===== src/pmw_pkg.sv =====
// pmw_pkg: constants and types shared by the power mode / wakeup controller.
// assumes a 10 MHz system clock; no register bus, all controls are ports.
package pmw_pkg;

    // ------------------------------------------------------------
    // sizes
    // ------------------------------------------------------------
    localparam int NUM_SUBSYS = 8;
    localparam int CPU_BIT    = 0;
    localparam int NUM_IRQ    = 4;
    localparam int TW_WIDTH   = 13;

    // wake interrupt source positions
    localparam int SRC_PERIPH = 0;
    localparam int SRC_SUPERV = 1;
    localparam int SRC_TWHEEL = 2;
    localparam int SRC_PIN    = 3;

    // ------------------------------------------------------------
    // timing
    // ------------------------------------------------------------
    localparam int CLK_PERIOD_NS   = 100;
    localparam int SLEEP_RESUME_NS = 12000;
    localparam int HIB_RESUME_NS   = 100000;
    // cycles outside the countdown: two sync stages, entry to resume, exit to
    // active, and one cycle of margin, so pin-to-active stays under the bound
    localparam int RESUME_OVH_CYC   = 5;
    localparam int SLEEP_RESUME_CYC = SLEEP_RESUME_NS / CLK_PERIOD_NS - RESUME_OVH_CYC;
    localparam int HIB_RESUME_CYC   = HIB_RESUME_NS / CLK_PERIOD_NS - RESUME_OVH_CYC;
    localparam int RESUME_W         = 11;

    localparam logic [TW_WIDTH-1:0] TW_RESET = 13'h0000;

    // global modes, ordered from highest to lowest consumption
    typedef enum logic [1:0] {
        PMW_ACTIVE,
        PMW_ALT_ACTIVE,
        PMW_SLEEP,
        PMW_HIBERNATE
    } pmw_mode_t;

    typedef enum logic [1:0] {
        PMW_RUN,
        PMW_LOWPWR,
        PMW_RESUME
    } pmw_state_t;

endpackage


===== src/pmw_ctrl.sv =====
// pmw_ctrl: global power mode controller with wakeup logic and timewheel.
// assumes wake sources and the 1 kHz tick arrive asynchronously on pins.
//
// What this block does
// four global modes: active, alternate active, sleep, hibernate.
// in active, one template bit per subsystem enables that subsystem.
// a subsystem disabled by its template bit has its clocks gated.
// cpu may disable itself; it is re-enabled on the next wakeup.
// any wakeup returns mode to active and enables the cpu.
// after boot the mode is active.
// alternate active applies its own template.
// sleep disables all subsystems regardless of templates.
// sleep resumes to active within 12 us.
// only a pin interrupt wakes from hibernate.
// hibernate resumes to active in under 100 us.
// hibernate keeps state, pin outputs, pin irq settings; clocks stop.
// supply below retention level in hibernate gives a low-voltage reset; the code gives it only before the wake, not during the resume count.
// wake sources individually enabled; interrupts or resets; all go active.
// interrupt wakes: peripheral, supervisor, timewheel, pin.
// reset wakes: external pin, watchdog, precise low-voltage reset.
// firmware disables the pll before a low-power request.
// 13-bit timewheel at 1 kHz runs in every mode but hibernate.
// asynchronous wake requests are synchronised before state changes.
`timescale 1ns/100ps
module pmw_ctrl (
    // clock and reset
    input  wire logic                                clock_i,
    input  wire logic                                reset_i,
    // mode request from firmware
    input  wire logic                                mode_req_i,
    input  wire pmw_pkg::pmw_mode_t                  mode_sel_i,
    input  wire logic [pmw_pkg::NUM_SUBSYS-1:0]      act_template_i,
    input  wire logic [pmw_pkg::NUM_SUBSYS-1:0]      alt_template_i,
    // wake sources (asynchronous)
    input  wire logic [pmw_pkg::NUM_IRQ-1:0]         irq_i,
    input  wire logic [pmw_pkg::NUM_IRQ-1:0]         irq_wake_en_i,
    input  wire logic                                external_reset_pin_n_i,
    input  wire logic                                watchdog_reset_i,
    input  wire logic                                precise_low_voltage_reset_i,
    input  wire logic [2:0]                          rst_wake_en_i,
    input  wire logic                                supply_low_i,
    input  wire logic                                tick_1khz_i,
    input  wire logic                                tw_clear_i,
    // status and control outputs
    output pmw_pkg::pmw_mode_t                       mode_o,
    output logic [pmw_pkg::NUM_SUBSYS-1:0]           subsys_en_o,
    output logic [pmw_pkg::NUM_SUBSYS-1:0]           clk_gate_en_o,
    output logic                                     clocks_run_o,
    output logic                                     retain_o,
    output logic                                     wake_pulse_o,
    output logic                                     hibernate_low_voltage_reset_o,
    output logic [pmw_pkg::TW_WIDTH-1:0]             central_timewheel_o
);

    // ------------------------------------------------------------
    // state
    // ------------------------------------------------------------
    typedef struct packed {
        logic [pmw_pkg::NUM_IRQ-1:0]   irq_s1;
        logic [pmw_pkg::NUM_IRQ-1:0]   irq_s2;
        logic [2:0]                    rst_s1;
        logic [2:0]                    rst_s2;
        logic                          low_s1;
        logic                          low_s2;
        logic                          tick_s1;
        logic                          tick_s2;
        logic                          tick_s3;
        pmw_pkg::pmw_mode_t            mode;
        pmw_pkg::pmw_state_t           state;
        logic                          cpu_off;
        logic [pmw_pkg::RESUME_W-1:0]  resume_cnt;
        logic [pmw_pkg::TW_WIDTH-1:0]  tw;
        logic                          wake;
        logic                          hibernate_low_voltage_reset;
        logic [pmw_pkg::NUM_SUBSYS-1:0] en;
    } pmw_regs_t;

    pmw_regs_t s_q;
    pmw_regs_t s_d;

    logic [2:0] rst_raw;
    assign rst_raw = {precise_low_voltage_reset_i, watchdog_reset_i, ~external_reset_pin_n_i};

    // wake qualification per mode
    function automatic logic wake_allowed(input pmw_pkg::pmw_mode_t m,
                                          input logic [pmw_pkg::NUM_IRQ-1:0] irq,
                                          input logic [2:0] rst);
        if (m == pmw_pkg::PMW_HIBERNATE) begin
            wake_allowed = irq[pmw_pkg::SRC_PIN];
        end else begin
            wake_allowed = (|irq) | (|rst);
        end
    endfunction

    logic [pmw_pkg::NUM_IRQ-1:0] irq_q;
    logic [2:0]                  rst_q;
    logic                        wake_ev;
    assign irq_q   = s_q.irq_s2 & irq_wake_en_i;
    assign rst_q   = s_q.rst_s2 & rst_wake_en_i;
    assign wake_ev = wake_allowed(s_q.mode, irq_q, rst_q);

    // ------------------------------------------------------------
    // next state
    // ------------------------------------------------------------
    always_comb begin
        s_d         = s_q;
        // only the second stages, and tick_s3 for edge detection, feed logic
        s_d.irq_s1  = irq_i;
        s_d.irq_s2  = s_q.irq_s1;
        s_d.rst_s1  = rst_raw;
        s_d.rst_s2  = s_q.rst_s1;
        s_d.low_s1  = supply_low_i;
        s_d.low_s2  = s_q.low_s1;
        s_d.tick_s1 = tick_1khz_i;
        s_d.tick_s2 = s_q.tick_s1;
        s_d.tick_s3 = s_q.tick_s2;
        s_d.wake    = 1'b0;
        s_d.hibernate_low_voltage_reset    = 1'b0;

        // timewheel frozen only in hibernate
        if (tw_clear_i) begin
            s_d.tw = pmw_pkg::TW_RESET;
        end else if (s_q.mode != pmw_pkg::PMW_HIBERNATE && s_q.tick_s2 && !s_q.tick_s3) begin
            s_d.tw = s_q.tw + 1'b1;
        end

        case (s_q.state)
            pmw_pkg::PMW_RUN: begin
                // a source held high keeps re-raising the wake; firmware must clear it
                if (wake_ev) begin
                    s_d.mode    = pmw_pkg::PMW_ACTIVE;
                    s_d.cpu_off = 1'b0;
                    s_d.wake    = 1'b1;
                end else if (mode_req_i) begin
                    s_d.mode = mode_sel_i;
                    if (mode_sel_i == pmw_pkg::PMW_SLEEP || mode_sel_i == pmw_pkg::PMW_HIBERNATE) begin
                        s_d.state = pmw_pkg::PMW_LOWPWR;
                    end
                end
                // cpu clearing its own bit latches it off until a wakeup
                if (!wake_ev && s_q.mode == pmw_pkg::PMW_ACTIVE && !act_template_i[pmw_pkg::CPU_BIT]) begin
                    s_d.cpu_off = 1'b1;
                end
            end
            pmw_pkg::PMW_LOWPWR: begin
                if (s_q.mode == pmw_pkg::PMW_HIBERNATE && s_q.low_s2) begin
                    s_d.hibernate_low_voltage_reset = 1'b1;
                end
                if (wake_ev) begin
                    // count already allows for the sync stages ahead of this point
                    s_d.state      = pmw_pkg::PMW_RESUME;
                    s_d.resume_cnt = (s_q.mode == pmw_pkg::PMW_HIBERNATE)
                                   ? pmw_pkg::RESUME_W'(pmw_pkg::HIB_RESUME_CYC)
                                   : pmw_pkg::RESUME_W'(pmw_pkg::SLEEP_RESUME_CYC);
                end
            end
            pmw_pkg::PMW_RESUME: begin
                if (s_q.resume_cnt == '0) begin
                    s_d.state   = pmw_pkg::PMW_RUN;
                    s_d.mode    = pmw_pkg::PMW_ACTIVE;
                    s_d.cpu_off = 1'b0;
                    s_d.wake    = 1'b1;
                end else begin
                    s_d.resume_cnt = s_q.resume_cnt - 1'b1;
                end
            end
            default: begin
                s_d.state = pmw_pkg::PMW_RUN;
            end
        endcase

        // subsystem enables from the template of the mode now in force
        case (s_d.mode)
            pmw_pkg::PMW_ACTIVE:     s_d.en = act_template_i;
            pmw_pkg::PMW_ALT_ACTIVE: s_d.en = alt_template_i;
            default:                 s_d.en = '0;
        endcase
        if (s_d.state != pmw_pkg::PMW_RUN) begin
            s_d.en = '0;
        end else if (s_d.mode == pmw_pkg::PMW_ACTIVE) begin
            s_d.en[pmw_pkg::CPU_BIT] = ~s_d.cpu_off;
        end
    end

    always_ff @(posedge clock_i) begin
        if (reset_i) begin
            s_q            <= '0;
            s_q.rst_s1     <= 3'h0;
            s_q.mode       <= pmw_pkg::PMW_ACTIVE;
            s_q.state      <= pmw_pkg::PMW_RUN;
            s_q.tw         <= pmw_pkg::TW_RESET;
        end else begin
            s_q <= s_d;
        end
    end

    // ------------------------------------------------------------
    // outputs
    // ------------------------------------------------------------
    assign mode_o                        = s_q.mode;
    assign subsys_en_o                   = s_q.en;
    assign clk_gate_en_o                 = s_q.en;
    // hibernate stops all clocks while retention stays on
    assign clocks_run_o                  = !(s_q.mode == pmw_pkg::PMW_HIBERNATE && s_q.state != pmw_pkg::PMW_RUN);
    assign retain_o                      = (s_q.mode == pmw_pkg::PMW_HIBERNATE);
    assign wake_pulse_o                  = s_q.wake;
    assign hibernate_low_voltage_reset_o = s_q.hibernate_low_voltage_reset;
    assign central_timewheel_o           = s_q.tw;
endmodule


===== config.mk =====
export PLATFORM = sky130hd
export DESIGN_NAME = pmw_ctrl
export DESIGN_NICKNAME = d
export VERILOG_FILES = /design/src/pmw_pkg.sv /design/src/pmw_ctrl.sv
export SDC_FILE = /design/constraint.sdc
export NUM_CORES = 1
export LEC_CHECK = 0
export ABC_AREA = 1
export BUFFER_PORTS_ARGS = -buffer_cell sky130_fd_sc_hd__buf_2
export CORE_ASPECT_RATIO = 1.1
export CORE_MARGIN = 1
export CORE_UTILIZATION = 30
export CTS_CLUSTER_DIAMETER = 50
export DETAILED_ROUTE_END_ITERATION = 10
export GPL_ROUTABILITY_DRIVEN = 0
export PLACE_DENSITY = 0.49
export SYNTH_ARGS = -nofsm -noshare
export SYNTH_HDL_FRONTEND = slang
export SYNTH_SLANG_ARGS = --single-unit

===== constraint.sdc =====
create_clock -name clock_i -period 4.7 [get_ports clock_i]
set_input_delay 0.94 -clock clock_i [delete_from_list [all_inputs] [get_ports clock_i]]
set_output_delay 0.94 -clock clock_i [all_outputs]
set_load 0.1 [all_outputs]

Word-level counts from Yosys, hierarchy flattened:

Cells that the tools add are included.

* add/sub/neg operators: 2
* eq/ne operators: 9
* muxes and demuxes: 22
* bitwise operators: 6
* reduce and logical (&&, ||, !) cells: 24

Operators by type and width (count)
* two-way mux 11 bit: 2
* one-hot mux 11 bit (2 select lines): 1
* one-hot mux 8 bit (2 select lines): 1
* adder 13 x 1 -> 13 bit (second input constant): 1
* zero test 11 bit: 1
* subtractor 11 x 1 -> 11 bit (second input constant): 1
* two-way mux 10 bit: 1
* equality test 2 bit (second input constant): 4
* two-way mux 2 bit: 4
* two-way mux 1 bit: 7
* logical AND 1 bit: 6
* zero test 2 bit: 3
* != test 2 bit (second input constant): 3
* one-hot mux 2 bit (3 select lines): 1
* nonzero test 2 bit: 3
* OR reduction 2 bit: 3
* two-way mux 5 bit: 1
* AND 4 bit: 1
* equality test 2 x 1 -> 1 bit (second input constant): 2
* zero test 1 bit: 4
* two-way mux 4 bit: 1
* one-hot mux 1 bit (2 select lines): 2
* one-hot mux 2 bit (2 select lines): 1
* OR reduction 4 bit: 1
* 6 further kinds: 8

* register bits after elaboration: 58
* output and inout port bits: 35
* logic and storage cells: 80

Longest topological paths before layout:

Gate-level depths: netlist of run 1.

* word-level depth: 11
* mapped depth: 13

Worst setup path before layout of run 1:

OpenSTA, ideal clock, no wires.

* path kind: flip-flop to output port
* start point: register s_q (netlist bit mode_o[1])
* end point: output port clocks_run_o
* arrival: 1.900 ns
* data required time: 3.760 ns
* slack: 1.860 ns
* stages on the path, launching flop included: 4
* path buffers: 0
* cells stage by stage: dfxtp_1 > nand2_2 > inv_1 > nand2_1

* cells in the longest elaborated chain, start to end: 3

RTL lines
* from (decl): line pmw_ctrl.sv:78 `pmw_regs_t s_q;`
* equality test 2 bit
* via retain_o: line pmw_ctrl.sv:49 `output logic retain_o,`
* logical AND 1 bit: line pmw_ctrl.sv:204 `assign clocks_run_o = !(s_q.mode == pmw_pkg::PMW_HIBERNATE && s_q.state != pmw_pkg::PMW_RUN);`
* zero test 1 bit: line pmw_ctrl.sv:204
* to (decl): line pmw_ctrl.sv:48 `output logic clocks_run_o,`

The timed path passes the listed nets, and every way through them passes these cells.

Worst setup path in the final report of run 1:

* start point: register s_q (netlist bit mode_o[0])
* end point: output port retain_o

* cells in the longest elaborated chain, start to end: 1

RTL lines
* equality test 2 bit: line pmw_ctrl.sv:205 `assign retain_o = (s_q.mode == pmw_pkg::PMW_HIBERNATE);`
* to (decl): line pmw_ctrl.sv:49

No other way between the ends.

==> results of run 1 <==
## per-layer routing
metal / vias to the layer above / wire, um / track usage
li1: 1224 / - / -
met2: 46 / 2610 / 0.201
met3: 6 / 280 / 0.0531
met1: 1012 / 2620 / 0.144
met5: - / 0 / 0
met4: 0 / 71 / 0.0379
## cells by family after synthesis
group,after synthesis,synth area share
simple gates,169,0.300
compound gates,43,0.0801
fa+ha+maj,2,0.00905
buf+inv,92,0.168
xor+xnor,7,0.0222
flops,58,0.420
## layout make-up
| cell class | count | area (um^2) | area share |
|---|---|---|---|
| Inverter | 56 | 210 | 0.0660 |
| Sequential cell | 58 | 1160 | 0.365 |
| Clock buffer | 12 | 155 | 0.0487 |
| Multi-Input combinational cell | 221 | 1140 | 0.358 |
| Clock inverter | 3 | 15.0 | 0.00472 |
| Tap cell | 114 | 143 | 0.0448 |
| Timing Repair Buffer | 72 | 360 | 0.113 |
## Yosys cell counts, types with 2 or more instances
cell      count  share of area
inv_1        52          0.071
nand3_1      23          0.042
nand2_1      55          0.075
dfxtp_1      58           0.42
nor3_1        8          0.014
nor2_4        3          0.012
clkbuf_1      4         0.0054
o21ai_0      12          0.022
xor2_1        6          0.019
nor3b_1       3         0.0081
nor2_8        2          0.014
buf_4        32          0.087
nand2_2       7          0.016
nand4_1       4         0.0090
inv_2         3         0.0041
nor2_1       52          0.071
ha_1          2         0.0090
o21ai_1       5         0.0090
a21oi_1      23          0.042
nor2_2        2         0.0045
a31oi_1       2         0.0045
nand2_4       6          0.024
## sequential cells by signal, indices dropped and copies added, names as in the netlist
signal / count
s_d: 10
wake_pulse_o: 1
s_q: 23
mode_o: 2
central_timewheel_o: 13
clk_gate_en_o: 8
hibernate_low_voltage_reset_o: 1
## report_power, final
part	leakage (nW)	total, mW	switching (mW)	internal [mW]
clock network	0.0920	0.405	0.191	0.215
logic	0.972	0.297	0.227	0.0699
registers	0.474	0.529	0.0135	0.516
total	1.54	1.23	0.431	0.800
## how the worst max path moves through the flow
| stage | to | slack [ps] | from |
|---|---|---|---|
| floorplan | clocks_run_o | 1860 | mode_o[1] |
| global placement | clk_gate_en_o[5] | 2270 | rst_wake_en_i[0] |
| detailed placement | clk_gate_en_o[4] | 2200 | rst_wake_en_i[0] |
| CTS | retain_o | 2280 | mode_o[0] |
| global route | clocks_run_o | 2200 | s_q[36] |
| finish | retain_o | 2300 | mode_o[0] |
## worst max-delay path: cells and delay by family (launching register included)
kind / cells / cell delay [ps]
flip-flops: 1 / 440
buffers and inverters: 2 / 560
AND/OR/NAND/NOR: 1 / 130
## per-stage QoR
step / worst slack, ps / hold WS (ps) / util
final: 2300 / 402 / 0.357
after global routing: 2200 / 426 / 0.357
after CTS: 2280 / 402 / 0.357
after detailed placement: 2200 / 393 / 0.338
after global placement: 2270 / 390 / 0.338
after floorplan: 1860 / 388 / -
==> key figures, run 1 <==
STA
  – Setup TNS: 0 ps
  – Max-slew violation total from the final report: 0
  – Tightest slew margin relative to the limit: 0.642
  – Largest clock skew in the final design: around 10 ps
  – # setup viols final: 0
  – Max Clock Freq: 0.416 GHz
  – Hold violation total from the final report: 0
  – Setup repair after global routing missed its margin: false
  – Tcrit/Tclk final: 0.511
  – Min cycle time layout: 2400 ps
  – Worst Tran Pin Value: 535 ps

Setup path
  – Required time of the worst setup path: 3760 ps
  – Cell with the biggest individual delay on the critical path: dfxtp_1
  – Arrival time of the worst setup path: 1460 ps
  – Crit start category: flop
  – CP max stage delay: around 440 ps
  – Minimum setup slack among reg-to-reg paths: between 2000 and 3000 ps
  – Reg2reg start: s_q[23]
  – Worst-path maximum fanout: 5
  – Count of cells along the worst register-to-register path: 10
  – Capturing element type of the critical path: output pin
  – Cell-by-cell listing of the critical path: nand2_2 -> inv_1 -> buf_2
  – Worst R2R End: clk_gate_en_o[1]
  – Critical path type: flop to output pin

Route
  – Iter 0 DRT Violations: 99
  – ANT nets after route: 0
  – Mean routed wirelength per cell: 10.4 um
  – DR vias: 2288
  – First drt pass iteration count: 4
  – Count of unresolved DRC violations after routing: 0
  – Post-Route WL: ~5600 um
  – Post-DR vias/cell: between 4 and 5

Placement
  – Cell Area, Placed: around 3000 um^2
  – Post-DP HPWL: 4180 um
  – Number of buffer cells added on primary ports: 72
  – # placed instances: 521

Global route
  – GRT overflow: 0
  – Global-route wire length before repair: roughly 9000 um
  – All-Layer GR Usage: 0.122
  – Maximum number of pins on one net before global-route repair: 29
  – Number of global-route vias before repair: 2030
  – Initial antenna violation count: 0

Final layout
  – # diodes: 0
  – Commonest cells after routing, fill and taps aside: buf_2, dfxtp_1, nand2_1
  – Final non-filler cell total: 536
  – Syn-to-layout area delta: 15.1%
  – Share of layout cells above drive strength 1: 0.263
  – Leading cell type in the layout, fill and taps excluded: buf_2
  – Fill cells: between 900 and 1000
  – Finished layout cell area: 3180 um^2
  – Nets: 458

Hold path
  – Tightest Hold Check Type: flop to flop
  – Number of cells on the worst hold path: 2
  – Hold Startpoint: s_d[40]
  – Endpoint of the worst hold-timing path: s_d[39]

Synthesis
  – EDFF count, synth: 0
  – Post-Synthesis Net Count: 411
  – Sequential area share after synthesis: 0.420
  – Area of the mapped netlist: 2770 um^2
  – Dominant synthesized flop cell: dfxtp_1
  – Mapped Avg Cell Area: approximately 7.5 um^2
  – Number of storage elements in the synthesis netlist: between 50 and 60
  – Number of unique standard cell types used by synthesis: 29
  – Synthesis Warnings: 0
  – Instance count of the mapped netlist: 371
  – Share of synthesized flip-flops with an asynchronous set or reset: 0

Flow run
  – Number of max-capacitance violations reported: 0

Floorplan
  – Vertical extent of the die: approximately 100 um
  – Width of the chip: 93.5 um
  – Die outline area: slightly below 10000 um^2
  – Starting utilization of the core area: 0.310
  – Row count: 36
  – Core area: 8920 um^2
  – Number of top-level design ports: 73

Pwr
  – Worst-case vdd ir drop: 0.159 mV
  – Leak: 1.54 nW
  – Power density of the placed cells: a little under 400 nW/um^2
  – Final total power: 1.23 mW

Clock tree
  – Clock tree buffer depth: 2
  – Number of buffers inserted during clock tree synthesis: 9
  – CTS H-tree lvls: 3
  – CTS hold repair buffers: 0
  – Clk sinks: 58
  – Post-CTS clock slew at the launch and capture registers of the worst setup and hold paths: around 70 ps
  – Clock root buffer: clkbuf_8
  – CTS tree: done
  – Setup fix buffers added after clock tree synthesis: 0
  – PostCTS Resize Cnt: 0
  – Worst-skew pair later-pin latency: 330 ps

Outcome
  – Outcome: completed
Power figures use the tool's default switching activity.
==> run 2, diff against run 1 <==
Settings changed: ABC_AREA 1 to 0.
Clock period 4.7 ns to 2.4 ns, I/O delays scaled along.
==> key figures, run 2 <==
Pwr
  – Portion of total power attributed to the clock network: 0.389 (was 0.329)
  – Fraction of power consumed by sequential logic: 0.409 (was 0.430)
  – Leak: 1.34 nW (was 1.54 nW)
  – Worst-case vdd ir drop: 0.401 mV (was 0.159 mV)
  – Power density of the placed cells: 765 nW/um^2 (was 387 nW/um^2)
  – Switching share of total power: 0.316 (was 0.350)
  – Proportion of power drawn by combinational gates: 0.202 (was 0.241)
  – P_sw: 0.796 mW (was 0.431 mW)
  – Cell-internal power: 1.72 mW (was 0.800 mW)

Setup path
  – Capturing element type of the critical path: flop (was output pin)
  – CP max stage delay: 370 ps (was 440 ps)
  – Required time of the worst setup path: 2640 ps (was 3760 ps)
  – Cell with the biggest individual delay on the critical path: dfxtp_1 (unchanged)
  – Count of cells along the worst register-to-register path: 7 (was 10)
  – Minimum setup slack among reg-to-reg paths: 370 ps (was 2790 ps)
  – Critical path buffers and inverters: 2 (unchanged)
  – Family with the most delay on the worst path: compound AO/OA/AOI/OAI gates (was buffers and inverters)
  – Critical path type: flop to flop (was flop to output pin)
  – Reg2reg start: mode_o[1] (was s_q[23])
  – Crit start category: flop (unchanged)
  – Arrival time of the worst setup path: 2270 ps (was 1460 ps)
  – Worst-path maximum fanout: 9 (was 5)
  – Worst R2R End: clk_gate_en_o[0] (was clk_gate_en_o[1])
  – Cell-by-cell listing of the critical path: nand2_2 -> inv_2 -> a31oi_1 -> buf_4 -> o31a_1 -> o21ai_1 -> o32ai_2 (was nand2_2 -> inv_1 -> buf_2)

Synthesis
  – Sequential area share after synthesis: 0.417 (was 0.420)
  – Dominant synthesized flop cell: dfxtp_1 (unchanged)
  – Commonest cells in the netlist: dfxtp_1, buf_4, nor2b_1 (was dfxtp_1, nand2_1, inv_1, nor2_1, buf_4)
  – Yosys top cell by area: dfxtp_1 (unchanged)
  – Mapped Avg Cell Area: 9.20 um^2 (was 7.45 um^2)
  – Cell types occupying the most area after synthesis: dfxtp_1, buf_4, nor2b_1 (was dfxtp_1, buf_4, nand2_1)
  – EDFF count, synth: 0 (unchanged)
  – Area fraction of the dominant cell type after synthesis: 0.417 (was 0.420)
  – Number of storage elements in the synthesis netlist: 58 (unchanged)
  – Share of synthesized flip-flops with an asynchronous set or reset: 0 (unchanged)
  – Number of unique standard cell types used by synthesis: 55 (was 29)
  – Instance count of the mapped netlist: 303 (was 371)
  – Synthesis Warnings: 0 (unchanged)
  – Area of the mapped netlist: 2790 um^2 (was 2770 um^2)
  – Most frequently used cell type in the post-synthesis netlist: dfxtp_1 (unchanged)
  – Post-Synthesis Net Count: 343 (was 411)

Route
  – Post-DR vias/cell: 4.84 (was 4.27)
  – First drt pass iteration count: 4 (unchanged)
  – Mean routed wirelength per cell: 13.5 um (was 10.4 um)
  – Count of unresolved DRC violations after routing: 0 (unchanged)
  – Post-Route WL: 6380 um (was 5580 um)
  – Iter 0 DRT Violations: 74 (was 99)
  – ANT nets after route: 0 (unchanged)
  – DR vias: 2281 (was 2288)

Global route
  – Maximum number of pins on one net before global-route repair: 19 (was 29)
  – Number of global-route vias before repair: 2177 (was 2030)
  – Initial antenna violation count: 0 (unchanged)
  – GRT overflow: 0 (unchanged)
  – Global-route wire length before repair: 10500 um (was 9030 um)
  – All-Layer GR Usage: 0.142 (was 0.122)

Clock tree
  – CTS hold repair buffers: 0 (unchanged)
  – Clock root buffer: clkbuf_8 (unchanged)
  – Clock tree buffer depth: 2 (unchanged)
  – Number of buffers inserted during clock tree synthesis: 9 (unchanged)
  – CTS tree: done (unchanged)
  – Setup fix buffers added after clock tree synthesis: 0 (unchanged)
  – Clk sinks: 58 (unchanged)
  – CTS H-tree lvls: 3 (unchanged)
  – PostCTS Resize Cnt: 0 (unchanged)
  – Post-CTS clock slew at the launch and capture registers of the worst setup and hold paths: 70 ps (about the same)
  – Worst-skew pair later-pin latency: 330 ps (about the same)

Final layout
  – Nets: 392 (was 458)
  – Share of layout cells above drive strength 1: 0.314 (was 0.263)
  – Leading cell type in the layout, fill and taps excluded: buf_2 (unchanged)
  – Final non-filler cell total: 471 (was 536)
  – Register with the highest flop count: s_q (unchanged)
  – Commonest cells after routing, fill and taps aside: buf_2, dfxtp_1, nor2b_1 (was buf_2, dfxtp_1, nand2_1)
  – Syn-to-layout area delta: 18.1% (was 15.1%)
  – Max FFs per register: 23 (unchanged)
  – # diodes: 0 (unchanged)

STA
  – # setup viols final: 0 (unchanged)
  – Worst Tran Pin Value: 552 ps (was 535 ps)
  – Tightest slew margin relative to the limit: 0.631 (was 0.642)
  – Largest clock skew in the final design: 7.22 ps (was 10.4 ps)
  – Setup TNS: 0 ps (unchanged)
  – Max-slew violation total from the final report: 0 (unchanged)
  – Max Clock Freq: 0.494 GHz
  – Tcrit/Tclk final: 0.844
  – Hold violation total from the final report: 0 (unchanged)
  – Min cycle time layout: 2030 ps
  – Hold_ws: 293 ps (was 402 ps)
  – Setup repair after global routing missed its margin: false (unchanged)

Hold path
  – Endpoint of the worst hold-timing path: s_d[44] (was s_d[39])
  – Number of cells on the worst hold path: 2 (unchanged)
  – Hold Startpoint: external_reset_pin_n_i (was s_d[40])
  – Tightest Hold Check Type: input pin to flop (was flop to flop)

Placement
  – Number of buffer cells added on primary ports: 72 (unchanged)
  – # placed instances: 455 (was 521)
  – Post-DP HPWL: 4670 um (was 4180 um)

Floorplan
  – Row count: 36 (unchanged)
  – Starting utilization of the core area: 0.313 (was 0.310)
  – Number of top-level design ports: 73 (unchanged)
  – Die outline area: 9680 um^2 (was 9610 um^2)
  – Core area: 8920 um^2 (unchanged)
  – Width of the chip: 93.9 um (was 93.5 um)
  – Vertical extent of the die: 103 um (about the same)

Outcome
  – Outcome: completed (unchanged)

Flow run
  – Number of max-capacitance violations reported: 0 (unchanged)
==> run 2: cell types whose count changed after synthesis, moves of 5 or more <==
cell,previous run,this run
a22oi_1,0,5
nand3_1,23,7
nand2b_1,0,7
nor2b_1,0,23
nand2_4,6,0
o2111ai_1,1,7
o211ai_1,0,8
or3_1,0,7
nand2_1,55,10
inv_1,52,4
nand2_2,7,1
nor2_1,52,21
==> run 2: area by class of cell <==
type	count	area [um^2]
fillers	968	5630
multi-input cells	196	1320
flip-flops and latches	58	1160
repair buffers	82	435
well taps	114	143
clock buffers	9	124
clock inverters	7	93.8
inverters	5	18.8
==> run 2: metal layers <==
metal  vias up  global-route usage  share of wire
met5         -                   0              0
met2        96               0.230           0.45
met3        13              0.0339          0.073
li1       1166                   -              -
met1      1006               0.175           0.45
met4         0              0.0793          0.022
==> run 2: worst max-delay path by stage <==
stage	start	end	slack, ps	cells after the start
2_1_floorplan	s_q[36]	clocks_run_o	140	2
3_3_place_gp	irq_wake_en_i[0]	clk_gate_en_o[0]	300	7
3_5_place_dp	irq_wake_en_i[0]	clk_gate_en_o[0]	270	7
4_1_cts	mode_o[1]	clk_gate_en_o[0]	340	7
5_1_grt	mode_o[1]	s_q[26]	180	7
6_report	mode_o[1]	clk_gate_en_o[0]	370	7
==> run 2: power groups by stage <==
stage	Clock (mW)	Sequential, mW	Combinational, mW
final	0.979	1.03	0.508
after global routing	1.06	1.04	0.541
after CTS	1.02	1.03	0.509
after detailed placement	0	1.05	0.508
after global placement	0	1.05	0.505
after floorplan	0	1.06	0.419
==> run 2: kinds of logic (layout without fill, tap and decap cells) <==
| group | after synthesis | after routing | share of synthesized area |
|---|---|---|---|
| AO/OA/AOI/OAI | 75 | 75 | 0.195 |
| flip-flops | 58 | 58 | 0.417 |
| AND/OR/NAND/NOR | 105 | 105 | 0.224 |
| multiplexers | 3 | 3 | 0.0108 |
| buffers and inverters | 49 | 103 | 0.111 |
| adder cells (fa/ha/maj) | 2 | 2 | 0.00898 |
| XOR/XNOR | 11 | 11 | 0.0346 |
==> run 2: worst reg2reg max path, cell delays in order, from the launching register on <==
cell     delay [ps]
dfxtp_1         370
nand2_2         190
inv_2            90
a31oi_1         360
buf_4           230
o31a_1          340
o21ai_1         110
o32ai_2         240
==> run 2: stage by stage <==
step	area, um^2	power [mW]	utilization	worst slack (ps)
after floorplan	2790	1.48	-	139
after global placement	3080	1.56	0.345	303
after detailed placement	3080	1.56	0.345	266
after CTS	3290	2.56	0.369	338
after global routing	3290	2.64	0.369	176
final	3290	2.52	0.369	375
